===== config.mk =====
export PLATFORM = sky130hd
export DESIGN_NAME = peer_link_transfer_fsm
export DESIGN_NICKNAME = d
export VERILOG_FILES = /design/src/rtl/peer_link_pkg.sv /design/src/rtl/peer_timer.sv /design/src/rtl/peer_link_transfer_fsm.sv
export VERILOG_INCLUDE_DIRS = /design/src /design/src/rtl
export SDC_FILE = /design/constraint.sdc
export NUM_CORES = 1
export LEC_CHECK = 0
export BUFFER_PORTS_ARGS = -buffer_cell sky130_fd_sc_hd__buf_2
export CORE_MARGIN = 2
export CORE_UTILIZATION = 33
export CTS_BUF_LIST = sky130_fd_sc_hd__clkbuf_16
export CTS_CLUSTER_DIAMETER = 60
export CTS_CLUSTER_SIZE = 40
export DETAILED_ROUTE_END_ITERATION = 6
export GPL_TIMING_DRIVEN = 0
export PLACE_DENSITY_LB_ADDON = 0.3
export SYNTH_ARGS = -nofsm -noshare
export SYNTH_HDL_FRONTEND = slang
export SYNTH_SLANG_ARGS = --single-unit

===== constraint.sdc =====
create_clock -name clk -period 9.9 [get_ports clk]
set_input_delay 0.99 -clock clk [delete_from_list [all_inputs] [get_ports clk]]
set_output_delay 0.99 -clock clk [all_outputs]
set_load 0.02 [all_outputs]

===== src/rtl/peer_link_cfg.svh =====
`ifndef PEER_LINK_CFG_SVH
`define PEER_LINK_CFG_SVH

// ==========================================================
// Clock and time base
`define CLK_PERIOD_NS     100
`define NS_PER_MS         1000000
`define CYC_PER_MS        (`NS_PER_MS / `CLK_PERIOD_NS)

// ==========================================================
// Timeout selection codes
`define TSEL_NONE         2'h0
`define TSEL_SHORT        2'h1
`define TSEL_MEDIUM       2'h2
`define TSEL_LONG         2'h3

// ==========================================================
// Timeouts in milliseconds
`define INQ_MS_SHORT      50
`define INQ_MS_MEDIUM     400
`define INQ_MS_LONG       800
`define HSTART_MS_SHORT   50
`define HSTART_MS_MEDIUM  400
`define HSTART_MS_LONG    800
`define HRX_MS            670
`define HACK_MS_SHORT     50
`define HACK_MS_MEDIUM    1000
`define HACK_MS_LONG      2000
`define TEXT_MS_SHORT     50
`define TEXT_MS_MEDIUM    10000
`define TEXT_MS_LONG      20000
`define BACK_MS_SHORT     50
`define BACK_MS_MEDIUM    10000
`define BACK_MS_LONG      20000
`define END_MS_SHORT      50
`define END_MS_MEDIUM     400
`define END_MS_LONG       800

// ==========================================================
// Retry limits
`define INQ_RETRY_MAX     6'h20
`define HEAD_RETRY_MAX    6'h03
`define BLK_RETRY_MAX     6'h03

// ==========================================================
// Register offsets
`define REG_CTRL          4'h0
`define REG_BLOCKS        4'h4
`define REG_STATUS        4'h8
`define REG_COUNTS        4'hC

// ==========================================================
// Field positions
`define CTRL_START_BIT    0
`define CTRL_READ_BIT     1
`define CTRL_TSEL_LO      2
`define CTRL_TSEL_HI      3
`define ST_STATE_LO       0
`define ST_STATE_HI       9
`define ST_BUSY_BIT       16
`define ST_BACKOFF_BIT    17
`define ST_DONE_BIT       18
`define ST_ABORT_BIT      19
`define ST_PEND_BIT       20
`define CNT_INQ_LO        0
`define CNT_INQ_HI        5
`define CNT_HEAD_LO       8
`define CNT_HEAD_HI       13
`define CNT_BLK_LO        16
`define CNT_BLK_HI        21

// ==========================================================
// Reset values
`define TSEL_RESET        `TSEL_LONG
`define BLOCKS_RESET      8'h01

`endif


===== src/rtl/peer_link_pkg.sv =====
`default_nettype none
package peer_link_pkg;

  // Receive events, already classified by the character layer
  typedef enum logic [3:0] {
    RX_INQ       = 4'h0,
    RX_ACK       = 4'h1,
    RX_NAK       = 4'h2,
    RX_EOT       = 4'h3,
    RX_SOH       = 4'h4,
    RX_STX       = 4'h5,
    RX_CHAR      = 4'h6,
    RX_GOOD_HEAD = 4'h7,
    RX_BAD_HEAD  = 4'h8,
    RX_GOOD_DATA = 4'h9,
    RX_BAD_DATA  = 4'hA
  } rx_kind_t;

  typedef enum logic [2:0] {
    TX_INQ    = 3'h0,
    TX_ACK    = 3'h1,
    TX_NAK    = 3'h2,
    TX_EOT    = 3'h3,
    TX_HEADER = 3'h4,
    TX_BLOCK  = 3'h5
  } tx_kind_t;

  typedef enum logic [2:0] {
    TM_INQ    = 3'h0,
    TM_HSTART = 3'h1,
    TM_HRX    = 3'h2,
    TM_HACK   = 3'h3,
    TM_TEXT   = 3'h4,
    TM_BACK   = 3'h5,
    TM_END    = 3'h6
  } timer_kind_t;

  typedef enum logic [9:0] {
    ST_IDLE       = 10'h001,
    ST_INQ_ACK    = 10'h002,
    ST_HEAD_START = 10'h004,
    ST_HEAD_RX    = 10'h008,
    ST_HEAD_ACK   = 10'h010,
    ST_BLOCK_ACK  = 10'h020,
    ST_TEXT_WAIT  = 10'h040,
    ST_BLOCK_RX   = 10'h080,
    ST_END_WAIT   = 10'h100,
    ST_COLLISION  = 10'h200
  } state_t;

endpackage
`default_nettype wire


===== src/rtl/peer_timer.sv =====
`default_nettype none
module peer_timer (
  // Clock and reset
  input  wire logic        clk,
  input  wire logic        sys_rst,
  // Control
  input  wire logic        start,
  input  wire logic        stop,
  input  wire logic [31:0] load,
  // Status
  output logic             expired
);

  logic [31:0] count;
  logic        armed;

  // ==========================================================
  // Down-counter, reloaded on every start
  always_ff @(posedge clk) begin
    if (sys_rst) begin
      count   <= 32'h0000_0000;
      armed   <= 1'b0;
      expired <= 1'b0;
    end else begin
      expired <= 1'b0;
      if (start) begin
        // A zero load means no timeout at all
        count <= load;
        armed <= (load != 32'h0000_0000);
      end else if (stop) begin
        armed <= 1'b0;
      end else if (armed) begin
        if (count == 32'h0000_0001) begin
          armed   <= 1'b0;
          expired <= 1'b1;
        end else begin
          count <= count - 32'h0000_0001;
        end
      end
    end
  end

endmodule
`default_nettype wire


===== src/rtl/peer_link_transfer_fsm.sv =====
// Function
// - request in idle sends inquiry, waits acknowledge
// - inquiry in idle acknowledged, await heading start
// - inquiry during own inquiry sets backoff, collision
// - inquiry retried up to 33, else end
// - inquiry acknowledged sends header, awaits acknowledge
// - refused header retried up to 4, else end
// - header acknowledged: read waits text, write sends
// - heading start received starts header reception
// - good header acknowledged, then read or write
// - bad header refused up to 4, else end
// - good block delivered, acknowledged, then wait
// - bad block refused up to 4, else end
// - refused sent block retried up to 4
// - unexpected event outside idle, or timeout outside inquiry wait, ends with end-of-transmission
// - expired timeout outside inquiry wait aborts and sends end-of-transmission
// - inquiry wait defaults 800, also 400, 50, none
// - no retry once end-of-transmission received
//
// Chosen here: the address-and-strobe port and the register addresses.
`include "peer_link_cfg.svh"
`default_nettype none
module peer_link_transfer_fsm #(
  parameter int unsigned CYC_PER_MS = `CYC_PER_MS
) (
  // Clock and reset
  input  wire logic                     clk,
  input  wire logic                     sys_rst,
  // Software register port
  input  wire logic [3:0]               reg_addr,
  input  wire logic [31:0]              reg_wdata,
  input  wire logic                     reg_write,
  input  wire logic                     reg_read,
  output logic      [31:0]              reg_rdata,
  // Received events from the link
  input  wire logic                     rx_valid,
  input  wire peer_link_pkg::rx_kind_t  rx_kind,
  input  wire logic                     rx_head_read,
  input  wire logic                     rx_last,
  // Transmit requests to the link
  output logic                          tx_valid,
  output peer_link_pkg::tx_kind_t       tx_kind,
  output logic                          tx_head_read,
  output logic      [7:0]               tx_head_blocks,
  output logic      [7:0]               tx_block_index,
  // Local data
  output logic                          fetch_req,
  input  wire logic                     local_valid,
  output logic                          deliver
);
  import peer_link_pkg::*;

  state_t      state;
  state_t      next_state;
  logic        start_pend;
  logic        dir_read;
  logic [1:0]  tsel;
  logic [7:0]  blocks;
  logic        backoff;
  logic        done;
  logic        aborted;
  logic        blk_pending;
  logic [5:0]  inq_cnt;
  logic [5:0]  head_cnt;
  logic [5:0]  blk_cnt;
  logic        expired;
  logic [31:0] t_load;
  // Decisions of the transition logic
  logic        send;
  tx_kind_t    send_kind;
  logic        t_start;
  logic        t_stop;
  timer_kind_t t_kind;
  logic        clr_all;
  logic        inc_inq;
  logic        inc_head;
  logic        inc_blk;
  logic        clr_blk;
  logic        fetch;
  logic        give;
  logic        take_req;
  logic        set_backoff;
  logic        fin_ok;
  logic        fin_abort;
  logic        block_done;
  logic        last_sent;

  // ==========================================================
  // Timeout table
  function automatic int unsigned timeout_ms(timer_kind_t k, logic [1:0] s);
    int unsigned ms;
    ms = 0;
    if (s != `TSEL_NONE) begin
      unique case (k)
        TM_INQ:    ms = (s == `TSEL_SHORT) ? `INQ_MS_SHORT :
                        (s == `TSEL_MEDIUM) ? `INQ_MS_MEDIUM : `INQ_MS_LONG;
        TM_HSTART: ms = (s == `TSEL_SHORT) ? `HSTART_MS_SHORT :
                        (s == `TSEL_MEDIUM) ? `HSTART_MS_MEDIUM : `HSTART_MS_LONG;
        TM_HRX:    ms = `HRX_MS;
        TM_HACK:   ms = (s == `TSEL_SHORT) ? `HACK_MS_SHORT :
                        (s == `TSEL_MEDIUM) ? `HACK_MS_MEDIUM : `HACK_MS_LONG;
        TM_TEXT:   ms = (s == `TSEL_SHORT) ? `TEXT_MS_SHORT :
                        (s == `TSEL_MEDIUM) ? `TEXT_MS_MEDIUM : `TEXT_MS_LONG;
        TM_BACK:   ms = (s == `TSEL_SHORT) ? `BACK_MS_SHORT :
                        (s == `TSEL_MEDIUM) ? `BACK_MS_MEDIUM : `BACK_MS_LONG;
        TM_END:    ms = (s == `TSEL_SHORT) ? `END_MS_SHORT :
                        (s == `TSEL_MEDIUM) ? `END_MS_MEDIUM : `END_MS_LONG;
        default:   ms = 0;
      endcase
    end
    return ms;
  endfunction

  assign t_load = 32'(timeout_ms(t_kind, tsel) * CYC_PER_MS);

  peer_timer u_timer (
    .clk     (clk),
    .sys_rst (sys_rst),
    .start   (t_start),
    .stop    (t_stop),
    .load    (t_load),
    .expired (expired)
  );

  assign last_sent = (tx_block_index == 8'(blocks - 8'h01));

  // ==========================================================
  // Transition logic
  always_comb begin
    next_state  = state;
    send        = 1'b0;
    send_kind   = TX_EOT;
    t_start     = 1'b0;
    t_stop      = 1'b0;
    t_kind      = TM_INQ;
    clr_all     = 1'b0;
    inc_inq     = 1'b0;
    inc_head    = 1'b0;
    inc_blk     = 1'b0;
    clr_blk     = 1'b0;
    fetch       = 1'b0;
    give        = 1'b0;
    take_req    = 1'b0;
    set_backoff = 1'b0;
    fin_ok      = 1'b0;
    fin_abort   = 1'b0;
    block_done  = 1'b0;
    if (state != ST_IDLE && rx_valid && rx_kind == RX_EOT) begin
      // Quiet return; nothing is retried after the far end ends
      next_state = ST_IDLE;
      t_stop     = 1'b1;
      fin_ok     = (state == ST_END_WAIT);
      fin_abort  = (state != ST_END_WAIT);
    end else begin
      unique case (state)
        ST_IDLE: begin
          if (rx_valid && rx_kind == RX_INQ) begin
            clr_all = 1'b1;
            send = 1'b1; send_kind = TX_ACK;
            t_start = 1'b1; t_kind = TM_HSTART;
            next_state = ST_HEAD_START;
          end else if (start_pend) begin
            take_req = 1'b1;
            clr_all = 1'b1;
            send = 1'b1; send_kind = TX_INQ;
            t_start = 1'b1; t_kind = TM_INQ;
            next_state = ST_INQ_ACK;
          end
        end
        ST_INQ_ACK, ST_COLLISION: begin
          if (rx_valid && rx_kind == RX_INQ && state == ST_INQ_ACK) begin
            set_backoff = 1'b1;
            next_state = ST_COLLISION;
          end else if (rx_valid && rx_kind == RX_INQ) begin
            clr_all = 1'b1;
            send = 1'b1; send_kind = TX_ACK;
            t_start = 1'b1; t_kind = TM_HSTART;
            next_state = ST_HEAD_START;
          end else if (rx_valid && rx_kind == RX_ACK) begin
            send = 1'b1; send_kind = TX_HEADER;
            t_start = 1'b1; t_kind = TM_HACK;
            next_state = ST_HEAD_ACK;
          end else if ((rx_valid && rx_kind == RX_NAK) || expired) begin
            if (inq_cnt <= `INQ_RETRY_MAX) begin
              inc_inq = 1'b1;
              send = 1'b1; send_kind = TX_INQ;
              t_start = 1'b1; t_kind = TM_INQ;
              next_state = ST_INQ_ACK;
            end else begin
              send = 1'b1; next_state = ST_IDLE; fin_abort = 1'b1;
            end
          end else if (rx_valid) begin
            send = 1'b1; next_state = ST_IDLE; fin_abort = 1'b1;
            t_stop = 1'b1;
          end
        end
        ST_HEAD_START: begin
          if (rx_valid && rx_kind == RX_SOH) begin
            t_start = 1'b1; t_kind = TM_HRX;
            next_state = ST_HEAD_RX;
          end else if (rx_valid || expired) begin
            send = 1'b1; next_state = ST_IDLE; fin_abort = 1'b1;
            t_stop = 1'b1;
          end
        end
        ST_HEAD_RX: begin
          if (rx_valid && rx_kind == RX_GOOD_HEAD) begin
            send = 1'b1; send_kind = TX_ACK;
            if (rx_head_read) begin
              t_start = 1'b1; t_kind = TM_TEXT;
              next_state = ST_TEXT_WAIT;
            end else begin
              t_stop = 1'b1; fetch = 1'b1;
              next_state = ST_BLOCK_ACK;
            end
          end else if (rx_valid && rx_kind == RX_BAD_HEAD && head_cnt <= `HEAD_RETRY_MAX) begin
            inc_head = 1'b1;
            send = 1'b1; send_kind = TX_NAK;
            t_start = 1'b1; t_kind = TM_HSTART;
            next_state = ST_HEAD_START;
          end else if (rx_valid || expired) begin
            send = 1'b1; next_state = ST_IDLE; fin_abort = 1'b1;
            t_stop = 1'b1;
          end
        end
        ST_HEAD_ACK: begin
          if (rx_valid && rx_kind == RX_ACK) begin
            if (dir_read) begin
              t_start = 1'b1; t_kind = TM_TEXT;
              next_state = ST_TEXT_WAIT;
            end else begin
              t_stop = 1'b1; fetch = 1'b1;
              next_state = ST_BLOCK_ACK;
            end
          end else if (rx_valid && rx_kind == RX_NAK && head_cnt <= `HEAD_RETRY_MAX) begin
            inc_head = 1'b1;
            send = 1'b1; send_kind = TX_HEADER;
            t_start = 1'b1; t_kind = TM_HACK;
          end else if (rx_valid || expired) begin
            send = 1'b1; next_state = ST_IDLE; fin_abort = 1'b1;
            t_stop = 1'b1;
          end
        end
        ST_BLOCK_ACK: begin
          if (blk_pending) begin
            // Waiting on local data; the link is quiet meanwhile
            if (local_valid) begin
              clr_blk = 1'b1;
              send = 1'b1; send_kind = TX_BLOCK;
              t_start = 1'b1; t_kind = TM_BACK;
            end else if (rx_valid) begin
              send = 1'b1; next_state = ST_IDLE; fin_abort = 1'b1;
            end
          end else if (rx_valid && rx_kind == RX_ACK) begin
            t_stop = 1'b1;
            if (last_sent) begin
              send = 1'b1; next_state = ST_IDLE; fin_ok = 1'b1;
            end else begin
              block_done = 1'b1; fetch = 1'b1;
            end
          end else if (rx_valid && rx_kind == RX_NAK && blk_cnt <= `BLK_RETRY_MAX) begin
            inc_blk = 1'b1;
            send = 1'b1; send_kind = TX_BLOCK;
            t_start = 1'b1; t_kind = TM_BACK;
          end else if (rx_valid || expired) begin
            send = 1'b1; next_state = ST_IDLE; fin_abort = 1'b1;
            t_stop = 1'b1;
          end
        end
        ST_TEXT_WAIT: begin
          if (rx_valid && rx_kind == RX_STX) begin
            t_start = 1'b1; t_kind = TM_HRX;
            next_state = ST_BLOCK_RX;
          end else if (rx_valid || expired) begin
            send = 1'b1; next_state = ST_IDLE; fin_abort = 1'b1;
            t_stop = 1'b1;
          end
        end
        ST_BLOCK_RX: begin
          if (rx_valid && rx_kind == RX_GOOD_DATA) begin
            give = 1'b1;
            send = 1'b1; send_kind = TX_ACK;
            t_start = 1'b1;
            t_kind = rx_last ? TM_END : TM_TEXT;
            next_state = rx_last ? ST_END_WAIT : ST_TEXT_WAIT;
          end else if (rx_valid && rx_kind == RX_BAD_DATA && blk_cnt <= `BLK_RETRY_MAX) begin
            inc_blk = 1'b1;
            send = 1'b1; send_kind = TX_NAK;
            t_start = 1'b1; t_kind = TM_TEXT;
            next_state = ST_TEXT_WAIT;
          end else if (rx_valid || expired) begin
            send = 1'b1; next_state = ST_IDLE; fin_abort = 1'b1;
            t_stop = 1'b1;
          end
        end
        ST_END_WAIT: begin
          if (rx_valid || expired) begin
            send = 1'b1; next_state = ST_IDLE; fin_abort = 1'b1;
            t_stop = 1'b1;
          end
        end
      endcase
    end
  end

  // ==========================================================
  // State
  always_ff @(posedge clk) begin
    if (sys_rst) state <= ST_IDLE;
    else         state <= next_state;
  end

  // ==========================================================
  // Retry counters
  always_ff @(posedge clk) begin
    if (sys_rst || clr_all) begin
      inq_cnt  <= 6'h00;
      head_cnt <= 6'h00;
      blk_cnt  <= 6'h00;
    end else begin
      if (inc_inq)  inq_cnt  <= inq_cnt + 6'h01;
      if (inc_head) head_cnt <= head_cnt + 6'h01;
      if (clr_blk)  blk_cnt  <= 6'h00;
      else if (inc_blk) blk_cnt <= blk_cnt + 6'h01;
    end
  end

  // ==========================================================
  // Block sequencing and local data handshake
  always_ff @(posedge clk) begin
    if (sys_rst) begin
      blk_pending    <= 1'b0;
      tx_block_index <= 8'h00;
      fetch_req      <= 1'b0;
      deliver        <= 1'b0;
    end else begin
      fetch_req <= fetch;
      deliver   <= give;
      if (clr_all)                blk_pending <= 1'b0;
      else if (fetch)             blk_pending <= 1'b1;
      else if (next_state == ST_IDLE) blk_pending <= 1'b0;
      else if (local_valid)       blk_pending <= 1'b0;
      if (clr_all)         tx_block_index <= 8'h00;
      else if (block_done) tx_block_index <= tx_block_index + 8'h01;
    end
  end

  // ==========================================================
  // Transmit request
  always_ff @(posedge clk) begin
    if (sys_rst) begin
      tx_valid <= 1'b0;
      tx_kind  <= TX_EOT;
    end else begin
      tx_valid <= send;
      if (send) tx_kind <= send_kind;
    end
  end

  // ==========================================================
  // Software registers
  always_ff @(posedge clk) begin
    if (sys_rst) begin
      start_pend <= 1'b0;
      dir_read   <= 1'b0;
      tsel       <= `TSEL_RESET;
      blocks     <= `BLOCKS_RESET;
    end else begin
      // Direction and blocks stay frozen while busy; header content must not move
      if (reg_write && reg_addr == `REG_CTRL && state == ST_IDLE) begin
        dir_read <= reg_wdata[`CTRL_READ_BIT];
        tsel     <= reg_wdata[`CTRL_TSEL_HI:`CTRL_TSEL_LO];
      end
      if (reg_write && reg_addr == `REG_BLOCKS && state == ST_IDLE) blocks <= reg_wdata[7:0];
      if (reg_write && reg_addr == `REG_CTRL && reg_wdata[`CTRL_START_BIT]) start_pend <= 1'b1;
      else if (take_req) start_pend <= 1'b0;
    end
  end

  assign tx_head_read   = dir_read;
  assign tx_head_blocks = blocks;

  // ==========================================================
  // Status flags; a finish in the cycle of a start write still sets
  always_ff @(posedge clk) begin
    if (sys_rst) begin
      backoff <= 1'b0;
      done    <= 1'b0;
      aborted <= 1'b0;
    end else begin
      if (set_backoff)   backoff <= 1'b1;
      else if (take_req) backoff <= 1'b0;
      if (fin_ok)        done <= 1'b1;
      else if (take_req) done <= 1'b0;
      if (fin_abort)     aborted <= 1'b1;
      else if (take_req) aborted <= 1'b0;
    end
  end

  // ==========================================================
  // Read port, data one cycle after the strobe
  always_ff @(posedge clk) begin
    if (sys_rst) begin
      reg_rdata <= 32'h0000_0000;
    end else begin
      reg_rdata <= 32'h0000_0000;
      if (reg_read) begin
        unique case (reg_addr)
          `REG_CTRL: begin
            reg_rdata[`CTRL_READ_BIT]                <= dir_read;
            reg_rdata[`CTRL_TSEL_HI:`CTRL_TSEL_LO]   <= tsel;
          end
          `REG_BLOCKS: reg_rdata[7:0] <= blocks;
          `REG_STATUS: begin
            reg_rdata[`ST_STATE_HI:`ST_STATE_LO] <= state;
            reg_rdata[`ST_BUSY_BIT]              <= (state != ST_IDLE);
            reg_rdata[`ST_BACKOFF_BIT]           <= backoff;
            reg_rdata[`ST_DONE_BIT]              <= done;
            reg_rdata[`ST_ABORT_BIT]             <= aborted;
            reg_rdata[`ST_PEND_BIT]              <= start_pend;
          end
          `REG_COUNTS: begin
            reg_rdata[`CNT_INQ_HI:`CNT_INQ_LO]   <= inq_cnt;
            reg_rdata[`CNT_HEAD_HI:`CNT_HEAD_LO] <= head_cnt;
            reg_rdata[`CNT_BLK_HI:`CNT_BLK_LO]   <= blk_cnt;
          end
          default: reg_rdata <= 32'h0000_0000;
        endcase
      end
    end
  end

endmodule
`default_nettype wire


==> run_results.csv <==
group,metric,value,unit
placement,gp_congestion,0.977,
clock_tree,htree_levels,3,
route,vias,8460,
logic_synthesis,ys_seq_area_share,25.0,%
route,dr.first_iter.drc_count,817,
floorplan,die_area,28500,um2
power,sw_frac_of_total,30.2,%
critical_path,cpMaxStageDelayCell,"a21oi_1",
logic_synthesis,synth_ff_type,"dfxtp_1",
logic_synthesis,synth-async-reset-ratio,0,%
critical_path,crit_top_cell,"inv_1",
layout,final_cell_mix,"nor2_1, dfxtp_1, inv_1, ha_1",
route,wl_per_cell,18.1,um
clock_tree,clk_pin_slew_worst_paths,0.07,ns
logic_synthesis,ys_seq_elements,112,
timing,post-route-min-period,8.74,ns
clock_tree,cts_root_buf,"clkbuf_16",
timing,relSlewSlack,7.24,%
timing,setup_viol_count_final,0,
route,dr.pass1.iters,6,
layout,drive_gt1_share,10.4,%
floorplan,rows,60,
power,p_int,0.000715,W
clock_tree,post_cts_resize_count,0,
critical_path,cp_max_fo,10,
floorplan,ios,103,
global_routing,grt_use_total,19.8,%
power,vdd_drop_max,0.102,mV
global_routing,grt_overflow,0,
layout,mostFrequentLayoutCell,"nor2_1",
floorplan,start_util,33.4,%
floorplan,core,26800,um2
floorplan,die_height,169,um
timing,max_clock_freq,114,MHz
placement,port_buffers,64,
power,power_frac_clock,33.0,%
route,drcViolationCount,0,
logic_synthesis,yosysWarnings,0,
layout,area_growth_syn_to_layout,11.8,%
power,leakagePower,4.35,nW
global_routing,grt_pass1_vias,8123,
layout,nets,1345,
power,power.density,102,nW/um2
logic_synthesis,syn_area_per_cell,8.05,um2
global_routing,grt_pass1_wl,44.4,mm
timing,worst_pin_slew,1.38,ns
logic_synthesis,synthDistinctLibCells,75,
power,pwr-share-comb,21.5,%
route,postRouteAntennaNets,0,
floorplan,die_x,169,um
critical_path,max_stage_delay,0.58,ns
timing,report.final.slew_viol_count,0,
critical_path,critPathCaptureType,"register",
critical_path,cp.arrival,8.95,ns
clock_tree,cts_setup_buffers,0,
clock_tree,cts.sinks,112,
critical_path,cp.required,10.11,ns
route,viasPerCell,5.48,
logic_synthesis,synth_area_leaders,"dfxtp_1, ha_1, nor2_1",
power,p_sw,0.000309,W
clock_tree,tritoncts,"done",
timing,fin_crit_sh,88.3,%
layout,fin_util,37.3,%
logic_synthesis,synth_edf_count,0,
placement,place_area,9740,um2
critical_path,startpoint_type,"register",
power,p_seq_share,45.5,%
timing,clock_skew,0.00738,ns
clock_tree,cts_hold_buffers,0,
logic_synthesis,post-synth-top-area-cell,"dfxtp_1",
run,drv_cap,0,
placement,dp_hpwl,22.4,mm
hold_path,hp-class,"register to register",
power,total_power,0.00102,W
timing,tns,0,ns
layout,diodes,0,
global_routing,antenna_found_initial,0,
logic_synthesis,synth_top_area_share,25.0,%
clock_tree,clk_latency,0.36,ns
logic_synthesis,synth_cells,1112,
clock_tree,numCtsBuffers,9,
timing,hold_viol_final,0,
layout,finalInstanceArea,10000,um2
critical_path,crit_type,"register to register",
outcome,status,"finished, final reports clean",
route,drt-total-wl,28.0,mm
logic_synthesis,syn_area,8950,um2
global_routing,grt_max_degree,18,
clock_tree,cts.path.max_buffers,2,
timing,rsz0062_at_grt,"no",
synth_stat cells (13+ instances only):
cell / n
a211oi_1: 27
a21o_1: 15
a21oi_1: 39
and3_1: 20
clkbuf_1: 41
dfxtp_1: 112
fa_1: 25
ha_1: 74
inv_1: 88
mux2i_1: 21
nand2_1: 66
nand2b_1: 13
nand3_1: 30
nand4_1: 25
nor2_1: 145
nor2b_1: 14
nor3_1: 35
nor4_1: 26
o21ai_0: 24
xnor2_1: 45
xor2_1: 24
registers in the layout, indices dropped and copies added (netlist names), 6 cells and up:
| signal | count |
|---|---|
| head_cnt | 6 |
| tx_head_blocks | 8 |
| reg_rdata | 20 |
| blk_cnt | 6 |
| tx_block_index | 8 |
| inq_cnt | 6 |
| state | 10 |
| u_timer.count | 32 |
final cells by class:
class / count / area [um2]
well taps: 341 / 427
flip-flops and latches: 112 / 2240
inverters: 89 / 334
plain buffers: 64 / 304
repair buffers: 64 / 320
clock inverters: 7 / 40.0
fillers: 2835 / 16800
clock buffers: 9 / 225
multi-input cells: 858 / 6120
power groups by stage:
stage | Combinational (W) | Sequential [W] | Clock, W
6_report | 0.000221 | 0.000466 | 0.000338
5_1_grt | 0.000248 | 0.000467 | 0.000361
3_3_place_gp | 0.000218 | 0.000476 | 0
3_5_place_dp | 0.000219 | 0.000476 | 0
4_1_cts | 0.000220 | 0.000466 | 0.000346
2_1_floorplan | 0.000165 | 0.000475 | 0
worst paths after layout:
path	start	to	cells after the start	slack, ns
max	state[9]$_SDFF_PP0_	u_timer.armed$_SDFF_PP0_	30	1.16
min	head_cnt[3]$_SDFFE_PP0P_	head_cnt[3]$_SDFFE_PP0P_	2	0.44
max reg2reg	state[9]$_SDFF_PP0_	u_timer.armed$_SDFF_PP0_	30	1.16
min reg2reg	head_cnt[3]$_SDFFE_PP0P_	head_cnt[3]$_SDFFE_PP0P_	2	0.44
metal layers:
metal / wire length [um] / global-route usage [%]
met1: 12400 / 25.9
met2: 13000 / 32.8
met3: 1570 / 3.20
met4: 1050 / 7.87
met5: 0 / 0
stage by stage:
step	hold WS, ns	cells	worst slack [ns]
final	0.441	1544	1.16
after floorplan	0.417	1123	2.37
after global routing	0.467	1544	0.517
after detailed placement	0.432	1528	0.861
after global placement	0.428	1528	0.732
after CTS	0.443	1544	1.21
kinds of logic after synthesis:
logic type               after synthesis  synth area share [%]
AND/OR/NAND/NOR                      453                  26.2
AO/OA/AOI/OAI                        198                  15.4
buffers and inverters                153                  7.13
flip-flops                           112                  25.0
adder cells (fa/ha/maj)               99                  15.9
XOR/XNOR                              69                  6.75
multiplexers                          27                  3.48
other                                  1                0.0419
worst max-delay path: cells and delay by family, from the launching register on:
family | cells | cell delay (ns)
xor+xnor | 1 | 0.12
simple gates | 6 | 2.11
fa+ha+maj | 6 | 2.36
buf+inv | 9 | 1.36
compound gates | 8 | 2.35
flops | 1 | 0.30
Power figures use the tool's default switching activity.
